**config.mk**
```make
export PLATFORM = sky130hd
export DESIGN_NAME = secar_top
export DESIGN_NICKNAME = d
export VERILOG_FILES = /design/src/rtl/secar_clk_phase.v /design/src/rtl/secar_top.v
export VERILOG_INCLUDE_DIRS = /design/src /design/src/rtl
export SDC_FILE = /design/constraint.sdc
export NUM_CORES = 2
export LEC_CHECK = 0
export BUFFER_PORTS_ARGS = -buffer_cell sky130_fd_sc_hd__buf_4
export CAP_MARGIN = 15
export CORE_ASPECT_RATIO = 0.7
export CORE_MARGIN = 5
export CORE_UTILIZATION = 38
export DETAILED_ROUTE_END_ITERATION = 8
export GPL_ROUTABILITY_DRIVEN = 0
export HOLD_SLACK_MARGIN = 0.12
export PLACE_DENSITY = 0.63
export SLEW_MARGIN = 20
export SYNTH_ARGS = -nofsm -noshare
export SYNTH_HDL_FRONTEND = slang
export SYNTH_HIERARCHICAL = 1
export SYNTH_SLANG_ARGS = --single-unit
export TNS_END_PERCENT = 50
```
**constraint.sdc**
```tcl
create_clock -name clk_sys -period 6.7 [get_ports clk_sys]
set_clock_uncertainty 0.1 [all_clocks]
set_input_delay 1.34 -clock clk_sys [delete_from_list [all_inputs] [get_ports clk_sys]]
set_output_delay 1.34 -clock clk_sys [all_outputs]
set_load 0.02 [all_outputs]
```
**src/rtl/secar_defines.vh**
```
`ifndef SECAR_DEFINES_VH
`define SECAR_DEFINES_VH
// ----------------------------------------
// widths
// ----------------------------------------
`define SECAR_DW        68
`define SECAR_ZERO      68'h0
// ----------------------------------------
// register map (word addresses)
// ----------------------------------------
`define SECAR_OFF_CMP   6'h00
`define SECAR_OFF_MASK  6'h20
`define SECAR_OFF_HIX   6'h30
`define SECAR_OFF_CTRL  6'h38
`define SECAR_OFF_DEVICE_INFORMATION  6'h39
`define SECAR_OFF_RBUR  6'h3A
`define SECAR_OFF_WBUR  6'h3B
`define SECAR_OFF_NFREE 6'h3C
`define SECAR_CTRL_RST  68'h4
`define SECAR_CTL_SRST  0
`define SECAR_CTL_DEVE  1
`define SECAR_CTL_LAST  7
// arbitrary value, names no part
`define SECAR_DEVICE_INFORMATION_CODE 16'h0A5C
// ----------------------------------------
// command bus
// ----------------------------------------
`define SECAR_CMD_OP    1:0
`define SECAR_CMD_MSEL  4:2
`define SECAR_CMD_CPR   8:5
`define SECAR_CMD_HIX   4:2
`define SECAR_OP_RD     2'h0
`define SECAR_OP_WR     2'h1
`define SECAR_OP_SRCH   2'h2
// ----------------------------------------
// address word on dq
// ----------------------------------------
`define SECAR_DQ_RADR   5:0
`define SECAR_DQ_AADR   14:0
`define SECAR_DQ_ARR    19
`define SECAR_DQ_IND    20
`define SECAR_DQ_HIX    23:21
`define SECAR_DQ_ID     28:24
`define SECAR_ID_BCAST  5'h1F
// ----------------------------------------
// index register fields, entry sizes
// ----------------------------------------
`define SECAR_HIX_IDX   14:0
`define SECAR_HIX_VLD   31
`define SECAR_ES_136    2'h2
`define SECAR_ES_272    2'h3
`define SECAR_LSB1_CLR  15'h7FFE
`define SECAR_LSB2_CLR  15'h7FFC
// ----------------------------------------
// sequencer states
// ----------------------------------------
`define SECAR_ST_IDLE   2'h0
`define SECAR_ST_WDATA  2'h1
`define SECAR_ST_SRCHB  2'h2
`define SECAR_ST_RES    2'h3
`endif

```
**src/rtl/secar_clk_phase.v**
```verilog
`timescale 1ns/100ps
`default_nettype none
module secar_clk_phase (
   input  wire clk_sys,
   input  wire reset_n,
   input  wire clock_phase_n,
   output reg  clk_en_ff
);
   reg [2:0] ph_sync_ff;
   wire      ph_moving;

   // pin toggles each cycle: a live phase shows as stages two and three differing
   assign ph_moving = (ph_sync_ff[1] != ph_sync_ff[2]);

   // ----------------------------------------
   // phase filter, one internal cycle per low phase
   // ----------------------------------------
   always @(posedge clk_sys or negedge reset_n) begin
      if (!reset_n) begin
         ph_sync_ff <= 3'h7;
         clk_en_ff  <= 1'b0;
      end else begin
         ph_sync_ff <= {ph_sync_ff[1:0], clock_phase_n};
         // a stuck phase pin stops the internal cycle
         clk_en_ff  <= ph_moving & ~ph_sync_ff[1];
      end
   end
endmodule // secar_clk_phase
`default_nettype wire

```
**src/rtl/secar_top.v**
```verilog
`timescale 1ns/100ps
`default_nettype none
`include "secar_defines.vh"
module secar_top (
   input  wire        clk_sys,
   input  wire        reset_n,
   input  wire        clock_phase_n,
   input  wire [4:0]  dev_id,
   input  wire        cmd_valid,
   input  wire [8:0]  cmd,
   input  wire [67:0] dq_in,
   output reg  [67:0] dq_out_ff,
   output reg         dq_oe_n_ff,
   output reg         ack_ff,
   input  wire [6:0]  local_hit_in,
   input  wire [2:0]  block_hit_in,
   input  wire [6:0]  full_chain_in,
   output reg  [1:0]  local_hit_out_ff,
   output reg  [2:0]  block_hit_out_ff,
   output reg  [1:0]  full_chain_out_ff,
   output reg         full_flag_ff,
   output reg         search_hit_flag_ff,
   output reg         search_hit_valid_ff,
   output reg  [67:0] key_ff,
   output reg  [67:0] key_care_ff,
   output reg         key_strobe_ff,
   output reg         key_second_ff,
   input  wire        core_hit,
   input  wire [14:0] core_hit_index,
   input  wire [1:0]  core_entry_size,
   input  wire        core_all_full,
   input  wire [14:0] core_next_free,
   output reg         arr_req_ff,
   output reg         arr_we_ff,
   output reg  [14:0] arr_addr_ff,
   output reg  [67:0] arr_wdata_ff,
   output reg  [67:0] arr_wmask_ff,
   input  wire        arr_rvalid,
   input  wire [67:0] arr_rdata
);
   // ----------------------------------------
   // storage
   // ----------------------------------------
   reg [67:0] cmp_mem_ff  [0:31];
   reg [67:0] mask_mem_ff [0:15];
   reg [14:0] hix_idx_ff  [0:7];
   reg [7:0]  hix_vld_ff;
   reg [67:0] ctrl_ff;
   reg [67:0] rbur_ff;
   reg [67:0] wbur_ff;
   reg [1:0]  state_ff;
   reg [67:0] wadr_ff;
   reg [2:0]  msk_sel_ff;
   reg [3:0]  cpr_sel_ff;
   reg [2:0]  hix_sel_ff;
   reg [7:0]  nxt_hix_vld;
   wire       clk_en;
   wire       deve;
   wire       last_dev;
   wire       upstream_hit;
   wire       glob_win;
   wire [1:0] op;

   assign deve         = ctrl_ff[`SECAR_CTL_DEVE];
   assign last_dev     = ctrl_ff[`SECAR_CTL_LAST];
   assign upstream_hit = (|local_hit_in) | (|block_hit_in);
   assign glob_win     = core_hit & ~upstream_hit;
   assign op           = cmd[`SECAR_CMD_OP];

   secar_clk_phase u_clk_phase (
      .clk_sys       (clk_sys),
      .reset_n       (reset_n),
      .clock_phase_n (clock_phase_n),
      .clk_en_ff     (clk_en)
   );

   // ----------------------------------------
   // decode helpers
   // ----------------------------------------
   function own_sel;
      input [67:0] w;
      input        rd;
      begin
         if (w[`SECAR_DQ_ID] == `SECAR_ID_BCAST) begin
            own_sel = rd ? last_dev : 1'b1;
         end else begin
            own_sel = (w[`SECAR_DQ_ID] == dev_id);
         end
      end
   endfunction

   function [14:0] trim_idx;
      input [14:0] idx;
      input [1:0]  es;
      begin
         case (es)
            `SECAR_ES_136: trim_idx = idx & `SECAR_LSB1_CLR;
            `SECAR_ES_272: trim_idx = idx & `SECAR_LSB2_CLR;
            default:       trim_idx = idx;
         endcase
      end
   endfunction

   function [67:0] reg_rd;
      input [5:0] a;
      begin
         reg_rd = `SECAR_ZERO;
         if (a < `SECAR_OFF_MASK) begin
            reg_rd = cmp_mem_ff[a[4:0]];
         end else if (a < `SECAR_OFF_HIX) begin
            reg_rd = mask_mem_ff[a[3:0]];
         end else if (a < `SECAR_OFF_CTRL) begin
            reg_rd[`SECAR_HIX_IDX] = hix_idx_ff[a[2:0]];
            reg_rd[`SECAR_HIX_VLD] = hix_vld_ff[a[2:0]];
         end else begin
            case (a)
               `SECAR_OFF_CTRL:  reg_rd = ctrl_ff;
               `SECAR_OFF_DEVICE_INFORMATION:  reg_rd = {47'h0, `SECAR_DEVICE_INFORMATION_CODE, dev_id};
               `SECAR_OFF_RBUR:  reg_rd = rbur_ff;
               `SECAR_OFF_WBUR:  reg_rd = wbur_ff;
               `SECAR_OFF_NFREE: reg_rd = {53'h0, core_next_free};
               default:          reg_rd = `SECAR_ZERO;
            endcase
         end
      end
   endfunction

   // ----------------------------------------
   // sequencer and host bus
   // ----------------------------------------
   always @(posedge clk_sys or negedge reset_n) begin
      if (!reset_n) begin
         state_ff      <= `SECAR_ST_IDLE;
         wadr_ff       <= `SECAR_ZERO;
         msk_sel_ff    <= 3'h0;
         cpr_sel_ff    <= 4'h0;
         hix_sel_ff    <= 3'h0;
         ctrl_ff       <= `SECAR_CTRL_RST;
         rbur_ff       <= `SECAR_ZERO;
         wbur_ff       <= `SECAR_ZERO;
         dq_out_ff     <= `SECAR_ZERO;
         dq_oe_n_ff    <= 1'b1;
         ack_ff        <= 1'b0;
         arr_req_ff    <= 1'b0;
         arr_we_ff     <= 1'b0;
         arr_addr_ff   <= 15'h0;
         arr_wdata_ff  <= `SECAR_ZERO;
         arr_wmask_ff  <= `SECAR_ZERO;
         key_ff        <= `SECAR_ZERO;
         key_care_ff   <= `SECAR_ZERO;
         key_strobe_ff <= 1'b0;
         key_second_ff <= 1'b0;
      end else begin
         arr_req_ff    <= 1'b0;
         key_strobe_ff <= 1'b0;
         if (arr_rvalid) begin
            dq_out_ff  <= arr_rdata;
            dq_oe_n_ff <= 1'b0;
            ack_ff     <= 1'b1;
         end else if (clk_en) begin
            dq_oe_n_ff <= 1'b1;
            ack_ff     <= 1'b0;
         end
         if (clk_en) begin
            case (state_ff)
               `SECAR_ST_IDLE: begin
                  if (cmd_valid && op == `SECAR_OP_RD) begin
                     if (!dq_in[`SECAR_DQ_ARR]) begin
                        if (own_sel(dq_in, 1'b1) && deve) begin
                           dq_out_ff  <= reg_rd(dq_in[`SECAR_DQ_RADR]);
                           dq_oe_n_ff <= 1'b0;
                           ack_ff     <= 1'b1;
                        end
                     end else if (dq_in[`SECAR_DQ_IND]) begin
                        if (hix_vld_ff[dq_in[`SECAR_DQ_HIX]]) begin
                           arr_req_ff  <= 1'b1;
                           arr_we_ff   <= 1'b0;
                           arr_addr_ff <= hix_idx_ff[dq_in[`SECAR_DQ_HIX]];
                        end
                     end else if (own_sel(dq_in, 1'b1)) begin
                        arr_req_ff  <= 1'b1;
                        arr_we_ff   <= 1'b0;
                        arr_addr_ff <= dq_in[`SECAR_DQ_AADR];
                     end
                  end else if (cmd_valid && op == `SECAR_OP_WR) begin
                     wadr_ff    <= dq_in;
                     msk_sel_ff <= cmd[`SECAR_CMD_MSEL];
                     state_ff   <= `SECAR_ST_WDATA;
                  end else if (cmd_valid && op == `SECAR_OP_SRCH) begin
                     msk_sel_ff    <= cmd[`SECAR_CMD_MSEL];
                     cpr_sel_ff    <= cmd[`SECAR_CMD_CPR];
                     key_ff        <= dq_in;
                     key_care_ff   <= mask_mem_ff[{cmd[`SECAR_CMD_MSEL], 1'b0}];
                     key_strobe_ff <= 1'b1;
                     key_second_ff <= 1'b0;
                     state_ff      <= `SECAR_ST_SRCHB;
                  end
               end
               `SECAR_ST_WDATA: begin
                  state_ff <= `SECAR_ST_IDLE;
                  if (!wadr_ff[`SECAR_DQ_ARR]) begin
                     if (own_sel(wadr_ff, 1'b0)) begin
                        case (wadr_ff[`SECAR_DQ_RADR])
                           `SECAR_OFF_CTRL: begin
                              ctrl_ff <= dq_in;
                              ctrl_ff[`SECAR_CTL_SRST] <= 1'b0;
                           end
                           `SECAR_OFF_RBUR: rbur_ff <= dq_in;
                           `SECAR_OFF_WBUR: wbur_ff <= dq_in;
                           default: ;
                        endcase
                     end
                  end else if (wadr_ff[`SECAR_DQ_IND]) begin
                     if (hix_vld_ff[wadr_ff[`SECAR_DQ_HIX]]) begin
                        arr_req_ff   <= 1'b1;
                        arr_we_ff    <= 1'b1;
                        arr_addr_ff  <= hix_idx_ff[wadr_ff[`SECAR_DQ_HIX]];
                        arr_wdata_ff <= dq_in;
                        arr_wmask_ff <= mask_mem_ff[{msk_sel_ff, 1'b0}];
                     end
                  end else if (own_sel(wadr_ff, 1'b0)) begin
                     arr_req_ff   <= 1'b1;
                     arr_we_ff    <= 1'b1;
                     arr_addr_ff  <= wadr_ff[`SECAR_DQ_AADR];
                     arr_wdata_ff <= dq_in;
                     arr_wmask_ff <= mask_mem_ff[{msk_sel_ff, 1'b0}];
                  end
               end
               `SECAR_ST_SRCHB: begin
                  hix_sel_ff    <= cmd[`SECAR_CMD_HIX];
                  key_ff        <= dq_in;
                  key_care_ff   <= mask_mem_ff[{msk_sel_ff, 1'b1}];
                  key_strobe_ff <= 1'b1;
                  key_second_ff <= 1'b1;
                  state_ff      <= `SECAR_ST_RES;
               end
               `SECAR_ST_RES: begin
                  state_ff <= `SECAR_ST_IDLE;
               end
               default: state_ff <= `SECAR_ST_IDLE;
            endcase
         end
      end
   end

   // ----------------------------------------
   // register arrays, no reset value
   // ----------------------------------------
   always @(posedge clk_sys) begin
      if (clk_en && state_ff == `SECAR_ST_IDLE && cmd_valid && op == `SECAR_OP_SRCH) begin
         cmp_mem_ff[{cmd[`SECAR_CMD_CPR], 1'b0}] <= dq_in;
      end
      if (clk_en && state_ff == `SECAR_ST_SRCHB) begin
         cmp_mem_ff[{cpr_sel_ff, 1'b1}] <= dq_in;
      end
      if (clk_en && state_ff == `SECAR_ST_WDATA && !wadr_ff[`SECAR_DQ_ARR] &&
          own_sel(wadr_ff, 1'b0) && wadr_ff[`SECAR_DQ_RADR] >= `SECAR_OFF_MASK &&
          wadr_ff[`SECAR_DQ_RADR] < `SECAR_OFF_HIX) begin
         mask_mem_ff[wadr_ff[3:0]] <= dq_in;
      end
      if (clk_en && state_ff == `SECAR_ST_RES && core_hit) begin
         hix_idx_ff[hix_sel_ff] <= trim_idx(core_hit_index, core_entry_size);
      end
   end

   // ----------------------------------------
   // index valid bits
   // ----------------------------------------
   genvar gi;
   generate
      for (gi = 0; gi < 8; gi = gi + 1) begin : g_vld
         always @* begin
            nxt_hix_vld[gi] = hix_vld_ff[gi];
            if (clk_en && state_ff == `SECAR_ST_RES && glob_win && hix_sel_ff == gi) begin
               nxt_hix_vld[gi] = 1'b1;
            end
         end
         always @(posedge clk_sys or negedge reset_n) begin
            if (!reset_n) begin
               hix_vld_ff[gi] <= 1'b0;
            end else begin
               hix_vld_ff[gi] <= nxt_hix_vld[gi];
            end
         end
      end
   endgenerate

   // ----------------------------------------
   // cascade outputs
   // ----------------------------------------
   always @(posedge clk_sys or negedge reset_n) begin
      if (!reset_n) begin
         local_hit_out_ff    <= 2'h0;
         block_hit_out_ff    <= 3'h0;
         full_chain_out_ff   <= 2'h0;
         full_flag_ff        <= 1'b0;
         search_hit_flag_ff  <= 1'b0;
         search_hit_valid_ff <= 1'b0;
      end else begin
         full_chain_out_ff <= {2{core_all_full}};
         full_flag_ff      <= core_all_full & (&full_chain_in);
         if (clk_en) begin
            local_hit_out_ff    <= 2'h0;
            block_hit_out_ff    <= 3'h0;
            search_hit_flag_ff  <= 1'b0;
            search_hit_valid_ff <= 1'b0;
            if (state_ff == `SECAR_ST_RES && deve) begin
               local_hit_out_ff <= {2{core_hit}};
               if (last_dev) begin
                  block_hit_out_ff <= {3{core_hit | (|local_hit_in)}};
               end
               if (glob_win) begin
                  search_hit_flag_ff  <= 1'b1;
                  search_hit_valid_ff <= 1'b1;
               end else if (last_dev && !core_hit && !upstream_hit) begin
                  search_hit_valid_ff <= 1'b1;
               end
            end
         end
      end
   end
endmodule // secar_top
`default_nettype wire

```
### Word-level counts from Yosys, hierarchy flattened

Memory sizes are Yosys's and may differ from the RTL's.
Index checks and enable logic that the tools add are counted.

| cells by class | value |
|---|---|
| $lt $le $gt $ge | 8 |
| equal/unequal tests | 39 |
| multiplexer cells | 132 |
| bitwise gates (word level) | 10 |
| reductions and logical operators | 53 |

Operator list:

| cell | count |
|---|---|
| 2-to-1 mux 68 bit | 21 |
| case mux 68 bit (5 select lines) | 1 |
| case mux 68 bit (2 select lines) | 2 |
| 2-to-1 mux 15 bit | 11 |
| 2-to-1 mux 1 bit | 76 |
| OR reduction 68 bit | 1 |
| == test 6 bit (second input constant) | 8 |
| 2-to-1 mux 36 bit | 1 |
| case mux 15 bit (2 select lines) | 1 |
| AND reduction 5 bit | 6 |
| logical AND 1 bit | 27 |
| < comparator 6 bit (second input constant) | 4 |
| 2-to-1 mux 16 bit | 1 |
| inequality test 3 bit (second input constant) | 5 |
| == test 3 bit (second input constant) | 4 |
| < comparator 3 x 4 -> 1 bit (second input constant) | 3 |
| 2-to-1 mux 3 bit | 4 |
| inequality test 2 bit (second input constant) | 6 |
| == test 2 bit (second input constant) | 5 |
| == test 5 bit | 2 |
| == test 5 bit (second input constant) | 2 |
| binary-select mux 1 bit (select 3 bit) | 3 |
| AND reduction 9 bit | 1 |
| 2-to-1 mux 2 bit | 4 |
| 24 further kinds | 43 |

| word-level totals | value |
|---|---|
| bits in registers | 626 |
| memory bits (writable) | 3384 |
| output and inout port bits | 371 |
| word-level logic and storage cells | 281 |
| memories kept | 3 |

Memories:

| memory | depth | width | rd ports | clocked after Yosys merged registers in | write ports | line | text |
|---|---|---|---|---|---|---|---|
| cmp_mem_ff | 32 | 68 | 1 | 0 | 1 | secar_top.v:44 | `reg [67:0] cmp_mem_ff [0:31];` |
| mask_mem_ff | 16 | 68 | 4 | 0 | 1 | secar_top.v:45 | `reg [67:0] mask_mem_ff [0:15];` |
| hix_idx_ff | 8 | 15 | 3 | 0 | 1 | secar_top.v:46 | `reg [14:0] hix_idx_ff [0:7];` |

### Depth between registers and ports, before layout

| depth | value |
|---|---|
| word-level depth | 13 |
| gate-level depth with buffers | 12 |

### Cells and area by module

Netlist, hierarchy kept.

By module, submodules not included:

| module | instances | cells each | area an instance (µm²) | sequential area each (µm²) |
|---|---|---|---|---|
| secar_top | 1 | 8870 | 168813.2 | 117009.7 |
| secar_clk_phase | 1 | 5 | 117.6 | 103.8 |

### Worst setup path after synthesis

No wires, ideal clock.

| path | value |
|---|---|
| path type | input -> register |
| start point | input port dev_id[3] |
| end point | memory mask_mem_ff[12][0] (enable) |
| data arrival time | 7.270 ns |
| required time | 6.008 ns |
| setup slack | -1.262 ns |
| stages | 6 |
| path buffers | 0 |
| path through | xor2_1 nor3_1 a31oi_1 nor3_1 and3_1 nor3b_1 |

| between the ends | value |
|---|---|
| word-level cells in the longest chain between the ends | 7 |

Ends and longest elaborated chain:

| what | line | text |
|---|---|---|
| start: declaration | secar_top.v:8 | `input wire [4:0] dev_id,` |
| == test 5 bit | secar_top.v:87 | `` own_sel = (w[`SECAR_DQ_ID] == dev_id); `` |
| 2-to-1 mux 1 bit | secar_top.v:84 | `` if (w[`SECAR_DQ_ID] == `SECAR_ID_BCAST) begin `` |
| logical AND 1 bit | secar_top.v:256 | `` if (clk_en && state_ff == `SECAR_ST_WDATA && !wadr_ff[`SECAR_DQ_ARR] && `` |
| logical AND 1 bit (no line) (2 in series) | -- |  |
| 2-to-1 mux 1 bit | secar_top.v:256 |  |
| 2-to-1 mux 1 bit (not written as such) | secar_top.v:259 | `mask_mem_ff[wadr_ff[3:0]] <= dq_in;` |
| end: declaration | secar_top.v:45 |  |

No other way between the ends.

### Worst setup path in the final report

| path | value |
|---|---|
| start point | register state_ff[1] |
| end point | memory cmp_mem_ff[19][1] (enable) |

| between the ends | value |
|---|---|
| word-level cells in the longest chain between the ends | 7 |
| elaborated cells on any way between the ends | 13 |
| those cells by class | eq/ne (1); mux (6); reduce/logical (6) |

Ends and longest elaborated chain:

| what | line | text |
|---|---|---|
| start: declaration | secar_top.v:51 | `reg [1:0] state_ff;` |
| start signal: assignment | secar_top.v:133 | `` state_ff <= `SECAR_ST_IDLE; `` |
| start signal: assignment | secar_top.v:188 | `` state_ff <= `SECAR_ST_WDATA; `` |
| start signal: assignment | secar_top.v:196 | `` state_ff <= `SECAR_ST_SRCHB; `` |
| parallel branches: the longest is 7 deep, another holds OR reduction 68 bit | -- |  |
| end: declaration | secar_top.v:44 |  |

Several ways; the timed one is not identified.

==> results.json <==
{
  "rsz0062_at_grt": "false",
  "fmax_mhz": 215,
  "grt_overflow": 0,
  "path_class": "reg2reg",
  "avgSynthCellArea_um2": 19.0,
  "critPathMaxFanout": 33,
  "synth_fp_nets": 9081,
  "power.leakage_nw": 67.0,
  "first_global_vias": 96600,
  "syn_to_final_growth_pct": 15.4,
  "antenna_found_initial": 80,
  "async_flop_share": 0.155,
  "reg2reg_from": "state_ff[1]",
  "ctsRootBufferMaster": "clkbuf_16",
  "ctsResizeCount": 0,
  "clkSinkCount": 4003,
  "outcome": "finished clean",
  "synth.area.top_cells": "edfxtp_1, mux4_2, dfrtp_1, mux2i_1, mux2_2",
  "startpoint_type": "flip-flop",
  "slew_viol_final": 0,
  "final_core_util": 0.441,
  "multi_input_area_um2": 49400,
  "die_w_um": 807,
  "cts_tree": "built",
  "place_inst": 15000,
  "clkTransAtPathRegs_ps": 60,
  "ios": 577,
  "rows": 204,
  "finalSetupViolations": 0,
  "fin_ws_ps": 2050,
  "finalCriticalPeriod_ps": 4650,
  "synth_largest_area_cell": "edfxtp_1",
  "wl_um": 585000,
  "cp-startpoint": "state_ff[1]",
  "cts_buffers": 389,
  "fp.coreArea_um2": 442000,
  "r2r_setup_slack_ps": 2050,
  "postRouteAntennaNets": 0,
  "cp.arrival_ps": 5140,
  "hold_viol": 0,
  "relSlewSlack": 0.159,
  "final.fill_count": 37400,
  "clockBufferDepth": 4,
  "p_per_area_nw_per_um2": 315,
  "drc": 0,
  "numPortBuffers": 576,
  "dpl_cell_area_um2": 182000,
  "die_area_um2": 458000,
  "cts_setup_buffers": 0,
  "post-place-ws_ps": 1370,
  "ys_warn_count": 6,
  "ys_ff_latch": 4003,
  "insertion_delay_ps": 1010,
  "grt_max_degree": 153,
  "min_path_type": "in2async",
  "layout.nets": 9754,
  "synthFlopType": "edfxtp_1",
  "ff_latch_area_um2": 117000,
  "final_area_um2": 195000,
  "setup.worst_path.end_class": "flip-flop",
  "synth_cell_types": 78,
  "start_util": 0.382,
  "cts_hold_buf": 0,
  "r2r-end": "cmp_mem_ff[19][1]",
  "synth_cells": 8875,
  "track_usage": 0.249,
  "grt_pass1_wl_um": 802000,
  "ys_seq_area_frac": 0.693,
  "reg2regPathDepth": 8,
  "wl_per_cell_um": 37.1,
  "htree_levels": 5,
  "tightestPinTransition_ps": 1230,
  "maxCapViolations": 0,
  "drive_gt1_frac": 0.323,
  "die_h_um": 568,
  "synth_edf_count": 3384,
  "ir_drop_mv": 0.256,
  "first_pass_iters": 8,
  "finalCritPeriodShare": 0.694,
  "mappedNetlistArea_um2": 169000,
  "via_per_inst": 6.20,
  "synth_top_cell_area_share": 0.602,
  "required_ps": 7190,
  "drt_iter0_drc": 15700,
  "place_hpwl_um": 356000,
  "via_count": 97800,
  "final_cells": 15800
}
-- where the power goes --
group	internal (mW)	total (mW)	switching, mW
Sequential	27.8	28.6	0.817
Combinational	4.12	10.2	6.06
Clock	12.7	22.6	9.94
Total	44.6	61.4	16.8
-- worst max path at each step --
stage	endpoint	slack (ps)	cells after the start
after global placement	dq_out_ff[59]	1250	6
final	cmp_mem_ff[19][1]	2050	8
after floorplan	mask_mem_ff[4][0]	-880	6
after CTS	cmp_mem_ff[19][2]	2160	8
after detailed placement	dq_out_ff[67]	1370	7
after global routing	cmp_mem_ff[5][36]	2010	7
-- layer usage --
layer,global-route usage,vias to the layer above,routed length (um)
met4,0.0849,38,23200
met3,0.0704,1067,72100
met2,0.377,6545,264000
li1,-,38000,-
met1,0.347,52100,226000
met5,0,-,254
-- state kept, by name, summed over array words and instances, names as in the netlist, 3 cells and up --
name	flops
cmp_mem_ff	2176
mask_mem_ff	1088
hix_idx_ff	120
arr_wdata_ff	68
arr_wmask_ff	68
dq_out_ff	68
key_care_ff	68
key_ff	68
rbur_ff	68
wbur_ff	68
ctrl_ff	67
wadr_ff	25
arr_addr_ff	15
hix_vld_ff	8
cpr_sel_ff	4
hix_sel_ff	3
msk_sel_ff	3
u_clk_phase/ph_sync_ff	3
-- cell families after synthesis --
group	share of synthesized area
AOI/OAI and AO/OA	0.0388
and+or+nand+nor	0.0230
DFF	0.693
muxes	0.227
buffers and inverters	0.0177
xor gates and xnor gates	0.000518
-- critical path, cell delays in order, from the launching register on --
cell     delay, ps
dfrtp_1        530
nor2b_4        610
nand2_1        530
mux2i_1        510
nor2b_1        250
nand2_1        290
nor2_4         170
buf_4          660
buf_4          530
-- cell usage in the layout, fill, tap and decap left out, drive strengths merged, types with 86 or more instances in the layout --
cell type | Yosys | final
o21ai | 270 | 270
o221ai | 103 | 103
edfxtp | 3384 | 3384
nand2 | 479 | 479
mux4 | 1164 | 1164
mux2 | 426 | 426
a21oi | 165 | 165
nand3 | 86 | 86
clkinv | 0 | 150
dfrtp | 614 | 614
a22oi | 261 | 261
nor2 | 211 | 211
clkbuf | 298 | 485
mux2i | 723 | 723
buf | 329 | 909
-- area by class of cell --
class / instances / area share
tap: 5871 / 0.0377
clock buffer: 485 / 0.0533
timing repair buffer: 909 / 0.0411
sequential: 4003 / 0.601
inverter: 15 / 0.000340
antenna: 24 / 0.000308
multi-input combinational: 4230 / 0.253
clock inverter: 239 / 0.0131
-- synthesized netlist by cell type (10+ instances only) --
cell / number
edfxtp_1: 3384
mux4_2: 1161
mux2i_1: 723
dfrtp_1: 614
nand2_1: 478
mux2_2: 412
clkbuf_1: 298
a22oi_1: 261
o21ai_0: 242
nor2_1: 210
buf_2: 183
a21oi_1: 165
o221ai_1: 103
nand3_1: 86
buf_4: 80
buf_1: 60
o22ai_1: 45
nor3_1: 34
a211oi_1: 32
nor2b_1: 29
o21ai_1: 28
o211ai_1: 25
a31oi_1: 18
a221oi_1: 15
inv_1: 14
and3_1: 13
nand4_1: 12
nand2b_1: 11
mux2_4: 10
-- per-stage QoR --
step / hold WS, ps / setup TNS [ps] / power, mW
6_report: 249 / 0 / 61.4
2_1_floorplan: 245 / -118340 / 34.7
3_5_place_dp: 250 / 0 / 39.3
3_3_place_gp: 251 / 0 / 39.2
4_1_cts: 204 / 0 / 61.7
5_1_grt: 252 / 0 / 63.3
(Power assumes the default switching activity.)
